$ cat src/core/hima_consts.svh
// constants for the hold inputs and menu access block
// Notes on behaviour
// - control lines other than the holds need 200ms and act within 200ms.
// - digital hold freezes the display while asserted, same 200ms timing.
// - fast analogue hold acts on 0.1ms pulses within 0.1ms, drops on release.
// - fast analogue hold freezes both the display and the analogue output.
// - three independent signed five-digit passwords guard the menus.
// - defaults are 00001, 00002, 00003 opening user, calibration, config.
// - config menu runs on into calibration, calibration into user setup.
// - setup held one second in normal mode opens level one prompt.
// - up and down cycle the level prompt among levels one to three.
// - select takes the level and shows 00000 with the right digit flashing.
// - an open menu steps forward and back and selects the shown item.
// - enter takes the flashing digit and moves the flash one place left.
// - a wrong password abandons the menu and returns to normal mode.
`ifndef HIMA_CONSTS_SVH
`define HIMA_CONSTS_SVH
`define CLK_HZ 25000000
`define EXT_MIN_PULSE_MS 200
`define FAST_MIN_PULSE_US 100
`define SETUP_LONG_MS 1000
`define KEY_DEBOUNCE_MS 20
`define PW_USER_DEFAULT 21'h000001
`define PW_CAL_DEFAULT 21'h000002
`define PW_CFG_DEFAULT 21'h000003
`define PW_PROMPT 21'h000000
`define LEVEL_ONE 2'h1
`define LEVEL_THREE 2'h3
`define MENU_USER 2'h1
`define MENU_CAL 2'h2
`define MENU_CFG 2'h3
`define POS_RIGHT 3'h0
`define POS_LEFT 3'h4
`define DIGIT_MAX 4'h9
`define DIGIT_ZERO 4'h0
`endif

$ cat src/core/hima_pkg.sv
// types shared by the hold inputs and menu access block
package hima_pkg;
  typedef enum logic [1:0]
  {
    ST_NORMAL = 2'h0,
    ST_LEVEL = 2'h1,
    ST_PASSWORD = 2'h3,
    ST_MENU = 2'h2
  } hima_state_t;

  typedef struct packed
  {
    logic setup;
    logic up;
    logic down;
    logic select;
    logic enter;
    logic reset;
  } hima_keys_t;

  typedef struct packed
  {
    logic mode;
    logic zero;
    logic limits;
    logic reset;
  } hima_ext_t;

  typedef struct packed
  {
    logic neg;
    logic [4:0][3:0] dig;
  } hima_pw_t;
endpackage : hima_pkg

$ cat src/core/hima_core.sv
// hold input qualification and menu access sequencer
`timescale 1ns/1ps
`include "hima_consts.svh"
module hima_core #(
  parameter int unsigned EXT_QUAL_CYC =
    (`CLK_HZ / 1000) * `EXT_MIN_PULSE_MS / 2,
  parameter int unsigned FAST_QUAL_CYC =
    (`CLK_HZ / 1000000) * `FAST_MIN_PULSE_US / 2,
  parameter int unsigned KEY_QUAL_CYC = (`CLK_HZ / 1000) * `KEY_DEBOUNCE_MS,
  parameter int unsigned SETUP_LONG_CYC = (`CLK_HZ / 1000) * `SETUP_LONG_MS,
  parameter logic [3:0] CFG_ITEMS = 4'h4,
  parameter logic [3:0] CAL_ITEMS = 4'h8,
  parameter logic [3:0] USR_ITEMS = 4'h6
) (
  // clock and reset
  input wire logic i_core_clk,
  input wire logic i_rst,
  // front panel keys and external lines, raw pins
  input wire hima_pkg::hima_keys_t i_keys,
  input wire hima_pkg::hima_ext_t i_ext,
  input wire logic i_ext_fast_hold,
  // password store load port
  input wire logic i_pw_wr,
  input wire logic [1:0] i_pw_sel,
  input wire hima_pkg::hima_pw_t i_pw_value,
  // qualified controls and holds
  output hima_pkg::hima_ext_t o_ext_func,
  output logic o_display_freeze,
  output logic o_analog_freeze,
  // menu access state
  output hima_pkg::hima_state_t o_state,
  output logic [1:0] o_level,
  output hima_pkg::hima_pw_t o_pw_entry,
  output logic [2:0] o_flash_pos,
  output logic [1:0] o_menu,
  output logic [3:0] o_item,
  output logic o_item_select,
  output logic o_access_denied
);
  localparam int SW = $clog2(SETUP_LONG_CYC + 1);
  wire hima_pkg::hima_keys_t key_lvl;
  hima_pkg::hima_keys_t key_prev_q;
  wire hima_pkg::hima_ext_t ext_lvl;
  logic fast_lvl;
  hima_pkg::hima_pw_t pw_q [1:3];
  logic [SW-1:0] setup_cnt_q;

  // ************************************************************
  // input qualification
  // ************************************************************
  genvar g;
  generate
    for (g = 0; g < 6; g++)
    begin : g_key
      hima_qual #(.QUAL_CYC(KEY_QUAL_CYC)) u_key (
        .i_core_clk(i_core_clk),
        .i_rst(i_rst),
        .i_pin(i_keys[g]),
        .o_level(key_lvl[g])
      );
    end
    for (g = 0; g < 4; g++)
    begin : g_ext
      hima_qual #(.QUAL_CYC(EXT_QUAL_CYC)) u_ext (
        .i_core_clk(i_core_clk),
        .i_rst(i_rst),
        .i_pin(i_ext[g]),
        .o_level(ext_lvl[g])
      );
    end
  endgenerate

  hima_qual #(.QUAL_CYC(FAST_QUAL_CYC)) u_fast (
    .i_core_clk(i_core_clk),
    .i_rst(i_rst),
    .i_pin(i_ext_fast_hold),
    .o_level(fast_lvl)
  );

  // hold outputs: fast hold freezes display and analogue output
  always_ff @(posedge i_core_clk)
  begin
    if (i_rst)
    begin
      o_ext_func <= '0;
      o_display_freeze <= 1'b0;
      o_analog_freeze <= 1'b0;
    end
    else
    begin
      o_ext_func <= ext_lvl;
      o_display_freeze <= ext_lvl.reset || fast_lvl;
      o_analog_freeze <= fast_lvl;
    end
  end

  // ************************************************************
  // helpers
  // ************************************************************
  function automatic logic [3:0] last_item(input logic [1:0] menu);
    last_item = (menu == `MENU_CFG) ? CFG_ITEMS - 4'h1 :
                (menu == `MENU_CAL) ? CAL_ITEMS - 4'h1 : USR_ITEMS - 4'h1;
  endfunction : last_item

  // one step of a digit; the leftmost digit also walks through the sign
  function automatic hima_pkg::hima_pw_t step_digit(
    input hima_pkg::hima_pw_t v, input logic [2:0] pos, input logic up);
    logic [3:0] d;
    d = v.dig[pos];
    step_digit = v;
    if (pos != `POS_LEFT)
      step_digit.dig[pos] = (up && d != `DIGIT_MAX) ? d + 4'h1 :
                            (!up && d != `DIGIT_ZERO) ? d - 4'h1 : d;
    else if (d == `DIGIT_ZERO && !(v.neg ^ up))
      step_digit.neg = ~up; // zero crossing flips the sign
    else if (!(v.neg ^ up))
      step_digit.dig[pos] = d - 4'h1; // magnitude toward zero
    else if (d != `DIGIT_MAX)
      step_digit.dig[pos] = d + 4'h1; // magnitude away from zero
  endfunction : step_digit

  // ************************************************************
  // key edges and decode
  // ************************************************************
  wire hima_pkg::hima_keys_t rise = key_lvl & ~key_prev_q;
  wire setup_long = setup_cnt_q == SW'(SETUP_LONG_CYC - 1);
  wire in_normal = o_state == hima_pkg::ST_NORMAL;
  wire in_level = o_state == hima_pkg::ST_LEVEL;
  wire in_pw = o_state == hima_pkg::ST_PASSWORD;
  wire in_menu = o_state == hima_pkg::ST_MENU;
  wire pw_submit = in_pw && ((rise.enter && (key_lvl.reset ||
                   o_flash_pos == `POS_LEFT)) || (rise.reset && key_lvl.enter));
  wire pw_restart = in_pw && rise.reset && !key_lvl.enter;
  wire pw_shift = in_pw && rise.enter && !key_lvl.reset &&
                  o_flash_pos != `POS_LEFT;
  wire pw_match = o_pw_entry == pw_q[o_level];
  wire at_end = o_item == last_item(o_menu);
  wire menu_fwd = in_menu && rise.down;
  wire menu_back = in_menu && rise.up;
  wire level_max = o_level == `LEVEL_THREE;
  wire level_min = o_level == `LEVEL_ONE;

  // key history and long press count
  always_ff @(posedge i_core_clk)
  begin
    if (i_rst)
    begin
      key_prev_q <= '0;
      setup_cnt_q <= '0;
    end
    else
    begin
      key_prev_q <= key_lvl;
      setup_cnt_q <= (in_normal && key_lvl.setup && !setup_long) ?
                     setup_cnt_q + 1'b1 : '0;
    end
  end

  // password store, loaded from the non-volatile copy or an edit
  always_ff @(posedge i_core_clk)
  begin
    if (i_rst)
    begin
      pw_q[1] <= `PW_USER_DEFAULT;
      pw_q[2] <= `PW_CAL_DEFAULT;
      pw_q[3] <= `PW_CFG_DEFAULT;
    end
    else if (i_pw_wr && i_pw_sel != 2'h0)
      pw_q[i_pw_sel] <= i_pw_value;
  end

  // ************************************************************
  // access sequencer
  // ************************************************************
  always_ff @(posedge i_core_clk)
  begin
    if (i_rst)
    begin
      o_state <= hima_pkg::ST_NORMAL;
      o_level <= `LEVEL_ONE;
      o_pw_entry <= `PW_PROMPT;
      o_flash_pos <= `POS_RIGHT;
      o_menu <= `MENU_USER;
      o_item <= 4'h0;
      o_item_select <= 1'b0;
      o_access_denied <= 1'b0;
    end
    else
    begin
      o_item_select <= in_menu && rise.enter;
      o_access_denied <= pw_submit && !pw_match;
      case (o_state)
        hima_pkg::ST_NORMAL:
          if (setup_long)
          begin
            o_state <= hima_pkg::ST_LEVEL;
            o_level <= `LEVEL_ONE;
          end
        hima_pkg::ST_LEVEL:
          if (rise.select)
          begin
            o_state <= hima_pkg::ST_PASSWORD;
            o_pw_entry <= `PW_PROMPT;
            o_flash_pos <= `POS_RIGHT;
          end
          else if (rise.up)
            o_level <= level_max ? `LEVEL_ONE : o_level + 2'h1;
          else if (rise.down)
            o_level <= level_min ? `LEVEL_THREE : o_level - 2'h1;
        hima_pkg::ST_PASSWORD:
          if (pw_submit)
          begin
            o_state <= pw_match ? hima_pkg::ST_MENU :
                       hima_pkg::ST_NORMAL;
            o_menu <= o_level;
            o_item <= 4'h0;
          end
          else if (pw_restart)
          begin
            o_pw_entry <= `PW_PROMPT;
            o_flash_pos <= `POS_RIGHT;
          end
          else if (pw_shift)
            o_flash_pos <= o_flash_pos + 3'h1;
          else if (rise.up || rise.down)
            o_pw_entry <= step_digit(o_pw_entry, o_flash_pos, rise.up);
        hima_pkg::ST_MENU:
          if (rise.setup)
            o_state <= hima_pkg::ST_NORMAL;
          else if (menu_fwd && at_end)
          begin
            o_menu <= (o_menu == `MENU_USER) ? o_level : o_menu - 2'h1;
            o_item <= 4'h0;
          end
          else if (menu_fwd)
            o_item <= o_item + 4'h1;
          else if (menu_back && o_item == 4'h0)
          begin
            o_menu <= (o_menu == o_level) ? `MENU_USER : o_menu + 2'h1;
            o_item <= last_item((o_menu == o_level) ? `MENU_USER :
                                o_menu + 2'h1);
          end
          else if (menu_back)
            o_item <= o_item - 4'h1;
        default:
          o_state <= hima_pkg::ST_NORMAL;
      endcase
    end
  end
endmodule : hima_core

$ cat src/core/hima_qual.sv
// two-flop synchroniser and stable-time qualifier for one pin
`timescale 1ns/1ps
module hima_qual #(
  parameter int unsigned QUAL_CYC = 16
) (
  // clock and reset
  input wire logic i_core_clk,
  input wire logic i_rst,
  // pin and qualified level
  input wire logic i_pin,
  output logic o_level
);
  localparam int W = $clog2(QUAL_CYC + 1);
  logic meta_q;
  logic sync_q;
  logic [W-1:0] cnt_q;
  wire differs = sync_q != o_level;
  wire done = cnt_q == W'(QUAL_CYC - 1);

  // synchroniser, then level flips once stable long enough
  always_ff @(posedge i_core_clk)
  begin
    if (i_rst)
    begin
      meta_q <= 1'b0;
      sync_q <= 1'b0;
      cnt_q <= '0;
      o_level <= 1'b0;
    end
    else
    begin
      meta_q <= i_pin;
      sync_q <= meta_q;
      cnt_q <= (differs && !done) ? cnt_q + 1'b1 : '0;
      if (differs && done)
        o_level <= sync_q;
    end
  end
endmodule : hima_qual

$ cat config.mk
export PLATFORM = sky130hd
export DESIGN_NAME = hima_core
export DESIGN_NICKNAME = d
export VERILOG_FILES = /design/src/core/hima_pkg.sv /design/src/core/hima_core.sv /design/src/core/hima_qual.sv
export VERILOG_INCLUDE_DIRS = /design/src /design/src/core
export SDC_FILE = /design/constraint.sdc
export NUM_CORES = 1
export LEC_CHECK = 0
export BUFFER_PORTS_ARGS = -buffer_cell sky130_fd_sc_hd__buf_4
export CORE_MARGIN = 2
export CORE_UTILIZATION = 40
export CTS_CLUSTER_DIAMETER = 30
export DETAILED_ROUTE_END_ITERATION = 10
export GPL_ROUTABILITY_DRIVEN = 0
export HOLD_SLACK_MARGIN = 0.08
export PLACE_DENSITY = 0.6
export SLEW_MARGIN = 20
export SYNTH_ARGS = -nofsm -noshare
export SYNTH_HDL_FRONTEND = slang
export SYNTH_SLANG_ARGS = --single-unit
$ cat constraint.sdc
create_clock -name i_core_clk -period 3.7 [get_ports i_core_clk]
set_input_delay 0.37 -clock i_core_clk [delete_from_list [all_inputs] [get_ports i_core_clk]]
set_output_delay 0.37 -clock i_core_clk [all_outputs]
set_load 0.005 [all_outputs]
=== Yosys cells after proc, flatten, opt, wreduce, memory -nomap -nowiden ===
Memories as Yosys holds them, arrays and structs flattened. A register that Yosys moved wholly into a read port is not among the register bits.
Index checks and enable logic that the tools add are counted.

* Logic and storage cells: 326
* Output and inout port bits: 42
* Register bits after elaboration: 319
* Bits in writable memories: 63
* Input port bits: 37
* Memories: 1

* $lt $le $gt $ge: 2
* $add $sub $neg: 21
* Bitwise operators: 16
* Reductions and logical operators: 92
* Equality and inequality tests: 57
* Muxes and demuxes: 67

{| class="wikitable"
|+ Memories
! name !! depth !! width !! rd ports !! clocked after Yosys merged registers in !! write ports !! line !! RTL
|-
| pw_q || 3 || 21 || 1 || 1 || 3 || hima_core.sv:45 || <nowiki>hima_pkg::hima_pw_t pw_q [1:3];</nowiki>
|}

{| class="wikitable"
|+ Operators with widths
! operator !! number
|-
| two-way mux 21 bit || 6
|-
| adder 19 x 1 -> 19 bit, second input constant || 6
|-
| == test 19 bit, second input constant || 6
|-
| adder 22 x 1 -> 22 bit, second input constant || 4
|-
| == test 22 bit, second input constant || 4
|-
| two-way mux 20 bit || 4
|-
| bitwise mux 20 bit || 3
|-
| two-way mux 2 bit || 22
|-
| logical AND 1 bit || 43
|-
| one-hot mux 21 bit (2 select lines) || 1
|-
| two-way mux 4 bit || 10
|-
| adder 25 x 1 -> 25 bit, second input constant || 1
|-
| == test 25 bit, second input constant || 1
|-
| OR reduction 2 bit || 12
|-
| == test 21 bit || 1
|-
| OR reduction 21 bit || 1
|-
| two-way mux 3 bit || 6
|-
| zero test 1 bit || 17
|-
| AND reduction 4 bit || 4
|-
| == test 2 bit, second input constant || 7
|-
| AND reduction 7 bit || 2
|-
| NOT 1 bit || 13
|-
| binary-select mux 4 bit (select 3 bit) || 1
|-
| demux 4 bit (select 3 bit) || 1
|-
| 36 further kinds || 79
|}

=== Longest topological paths before layout ===
* Depth in word-level cells: 14
* Mapped depth: 14
* Mapped depth without buffers: 10

=== Modules after synthesis ===
Synthesis repeated with hierarchy kept, for this count alone.

* Cell total of the unflattened synthesis: 1897
* Area, all modules: 18843.1 um^2

{| class="wikitable"
|+ By module, submodules not included
! module !! cells each !! area an instance (um^2) !! sequential area each (um^2) !! instances
|-
| hima_core || 666 || 7727.4 || 4023.9 || 1
|-
| hima_qual (g_key[0].u_key ...) || 109 || 984.7 || 440.4 || 6
|-
| hima_qual (g_ext[0].u_ext ...) || 128 || 1142.3 || 500.5 || 4
|-
| hima_qual (u_fast) || 65 || 638.1 || 280.3 || 1
|}

=== Least setup slack after synthesis ===
OpenSTA, ideal clock, no wires.

* Kind: register to register
* Start point: reg o_flash_pos[1]
* End point: reg o_pw_entry[0] (netlist bit)
* Required time: 3613 ps
* Data arrival time: 2649 ps
* Period minus slack after synthesis: 2736 ps
* Setup time: 87 ps
* Path buffers: 4
* Stages on the path, launching flop included: 15
* Slack: 964 ps
* Path through: dfxtp_1 > buf_4 > mux2_1 > a21oi_1 > o22a_1 > buf_2 > inv_1 > ha_1 > and4bb_1 > and4bb_1 > buf_6 > nor2b_4 > buf_6 > nand2_1 > o31ai_1

* Cells in the longest elaborated chain, start to end: 14
* Elaborated cells between the ends (all ways): 41
* Classes of those cells: add/sub (2); order compare (2); eq/ne (7); mux (18); reduce/logical (12)

{| class="wikitable"
|+ Ends and longest elaborated chain
! what !! line !! RTL
|-
| start: declaration || hima_core.sv:34 || <nowiki>output logic [2:0] o_flash_pos,</nowiki>
|-
| start signal: assignment || hima_core.sv:182 || <nowiki>o_flash_pos <= `POS_RIGHT;</nowiki>
|-
| start signal: assignment || hima_core.sv:204 || <nowiki>o_flash_pos <= `POS_RIGHT;</nowiki>
|-
| start signal: assignment || hima_core.sv:221 || <nowiki>o_flash_pos <= `POS_RIGHT;</nowiki>
|-
| parallel branches: the longest is 14 deep, another holds adder 4 x 1 -> 4 bit || n/a ||
|-
| end signal: assignment || hima_core.sv:203 || <nowiki>o_pw_entry <= `PW_PROMPT;</nowiki>
|-
| end signal: assignment || hima_core.sv:220 || <nowiki>o_pw_entry <= `PW_PROMPT;</nowiki>
|-
| end signal: assignment || hima_core.sv:226 || <nowiki>o_pw_entry <= step_digit(o_pw_entry, o_flash_pos, rise.up);</nowiki>
|-
| end: declaration || hima_core.sv:33 || <nowiki>output hima_pkg::hima_pw_t o_pw_entry,</nowiki>
|}

Several ways; the timed one is not identified. The select of a mux whose other input is x is not followed.
A chain may end at the register's enable or synchronous reset.

=== Worst setup path after layout ===
* Start point: reg o_flash_pos[2]
* End point: reg o_pw_entry[0] (netlist bit)

The elaborated chain is that of the path after synthesis.

==> flow_summary_export.csv <==
group,metric,value,unit
logic_synthesis,synth.distinct_cells,75,
clocking,h-tree-depth,3,
floorplan,row_count,77,
global_routing,grt_pass1_wl,64000,um
sta,max_freq,300,MHz
finish,layout_common_cells,"dfxtp_1 (321), nor2_1 (312), xor2_1 (144)",
sta,relSlewSlack,0.486,
clocking,cts-root-buf,"clkbuf_16",
clocking,clkSinkCount,405,
sta,finalHoldViolations,0,
power_and_ir_drop,finalPower,12.7,mW
min_path,hp-class,"primary input to flip-flop",
floorplan,core_area,0.0441,sq mm
sta,timing.setup.tns,0,ps
global_routing,grt_max_degree,59,
route,first_pass_iters,5,
clocking,path_clk_slew,50,ps
route,vias,13100,
status,status,"complete, no violations",
floorplan,die_area,0.0462,sq mm
global_routing,grt-ovfl-total,0,
clocking,cts_tree,"done",
sta,rsz0062_at_grt,"false",
power_and_ir_drop,powerDensity,565,mW/mm^2
clocking,post_cts_resized,0,
logic_synthesis,synth_flop_cell,"dfxtp_1",
critical_path,worstSetupEndpointType,"flip-flop",
finish,syn2layout_area_growth,25.9,%
sta,period_needed,3340,ps
floorplan,start_util,0.404,
run,drv_cap,0,
sta,setup_viol,0,
finish,layout.cells.most_common,"dfxtp_1",
global_routing,grt_pass1_vias,13100,
finish,nets,2070,
critical_path,worst-path-max-fanout,17,
clocking,cts_made_buffers,91,
critical_path,crit_required,4220,ps
sta,drv_slew,0,
finish,utilization,0.508,
power_and_ir_drop,p_leak,7.98,nW
clocking,cts_buffer_depth,3,
critical_path,crit_arrival,3860,ps
route,vias_per_cell,4.92,
placed_design,port_buffers,78,
global_routing,grt.total_usage,0.167,
logic_synthesis,avgSynthCellArea,9.74,sq um
logic_synthesis,ys_seq_area_frac,0.502,
route,drt_iter0_drc,655,
global_routing,grt_antenna_before_repair,0,
route,drc,0,
sta,post-route-period-util,0.902,
route,drt-wirelength-per-cell,14.2,um
finish,drive_gt1_frac,0.136,
placed_design,hpwlAfterDp,24900,um
critical_path,criticalPathCategory,"flip-flop to flip-flop",
clocking,clkLatencyLatePin,600,ps
logic_synthesis,synth_edf_count,84,
logic_synthesis,ys_async_sr_fraction,0,
route,ant_nets,0,
critical_path,cp-start-kind,"flip-flop",
route,wirelength,38100,um
logic_synthesis,netlist_area,0.0178,sq mm
logic_synthesis,ys_seq_elements,405,
sta,worstMarginPinSlew,769,ps
logic_synthesis,ys_warn_count,0,
finish,diodes,0,
sta,clock_skew,13.3,ps
logic_synthesis,synthCells,1829,
floorplan,ios,79,
floorplan,die_w,215,um
floorplan,die_h,215,um
power_and_ir_drop,vdd_drop_max,517,uV
[repair_timing]
| action | in CTS | in global routing |
|---|---|---|
| endpoints found under the setup margin | 0 | 0 |
| hold endpoints to repair | 95 | 0 |
| hold buffers | 32 | 0 |
| setup buffers | 0 | 0 |
[state kept, by name, indices dropped and copies added (netlist names), 11 cells and up, named ones only]
name / cells
o_pw_entry: 21
u_fast.cnt_q: 11
setup_cnt_q: 25
g_ext.u_ext.cnt_q: 88
pw_q: 84
g_key.u_key.cnt_q: 114
[stage by stage]
| step | hold WS [ps] | instance area [sq um] | setup slack [ps] | cells |
|---|---|---|---|---|
| floorplan | 413 | 17900 | 964 | 1849 |
| CTS | 82.9 | 22400 | 412 | 2673 |
| global placement | 422 | 19000 | 484 | 2472 |
| detailed placement | 427 | 19000 | 433 | 2472 |
| finish | 120 | 22400 | 364 | 2673 |
| global route | 108 | 22400 | 76.6 | 2673 |
[cell usage after synthesis (all sizes together), types with 3 or more instances]
library cell,count,area [sq um]
a21oi,37,189
a32o,3,30.0
a211oi,3,27.5
dfxtp,321,6430
or3,27,169
nand4,49,307
xnor2,98,877
ha,28,350
xor2,144,1260
nor3b,10,86.3
nor3,23,115
clkbuf,41,154
nor4,20,125
a22o,6,52.6
or2,9,56.3
nor2,312,1170
and3,47,294
mux4,21,473
inv,38,143
o22ai,5,31.3
buf,15,97.6
nand3b,5,37.5
o31ai,4,30.0
nand2b,15,93.8
or4,4,30.0
nor4b,15,131
a211o,3,26.3
and4,8,70.1
nand2,131,492
mux2i,20,200
a31oi,4,25.0
a21boi,3,26.3
and3b,4,35.0
edfxtp,84,2520
o21ai,35,183
and2,69,434
nor2b,44,290
nand3,99,500
[routing by layer]
layer | wire (um) | GRT usage | vias up
met4 | 952 | 0.0609 | 0
met2 | 18300 | 0.281 | 234
met5 | 0 | 0 | -
met1 | 17100 | 0.203 | 6185
met3 | 1790 | 0.0478 | 88
li1 | - | - | 6639
[report_power, final]
| group | total, mW | switching [mW] | internal [mW] |
|---|---|---|---|
| Combinational | 0.213 | 0.108 | 0.106 |
| Clock | 7.81 | 2.52 | 5.29 |
| Sequential | 4.63 | 0.0261 | 4.61 |
| Total | 12.7 | 2.65 | 10.0 |
[layout make-up]
class | count | area [sq um]
sequential | 405 | 8950
multi-input combinational | 1349 | 8540
clock inverter | 50 | 537
clock buffer | 119 | 2520
timing repair buffer | 119 | 986
tap | 592 | 741
inverter | 39 | 146
fill | 4032 | 21700
[kinds of logic (layout without fill, tap and decap cells)]
group / count (synthesis) / after routing / share of synthesized area
AOI/OAI and AO/OA: 119 / 119 / 0.0443
and+or+nand+nor: 896 / 896 / 0.252
other: 1 / 21 / 0.000210
adders and majority gates: 28 / 28 / 0.0197
buffers and inverters: 95 / 327 / 0.0223
muxes: 43 / 43 / 0.0390
DFF: 405 / 405 / 0.502
xor gates and xnor gates: 242 / 242 / 0.120
[worst paths after layout]
path | startpoint | end | slack, ps | cells past startpoint
setup reg to reg | o_flash_pos[2] | o_pw_entry[0] | 360 | 10
hold / removal | i_rst | g_key[2].u_key.o_level | 120 | 2
setup / recovery | o_flash_pos[2] | o_pw_entry[0] | 360 | 10
hold reg to reg | g_key[3].u_key.meta_q | g_key[3].u_key.sync_q | 430 | 1
[critical path, stage by stage (launching register included)]
cell      delay, ps
dfxtp_1         660
clkinv_1        270
a21oi_1         230
o22a_1          350
inv_1           140
ha_1            230
and4bb_1        190
and4bb_1        500
nor2b_4         330
nand2_1         100
o31ai_1         250
Power figures use the tool's default switching activity.
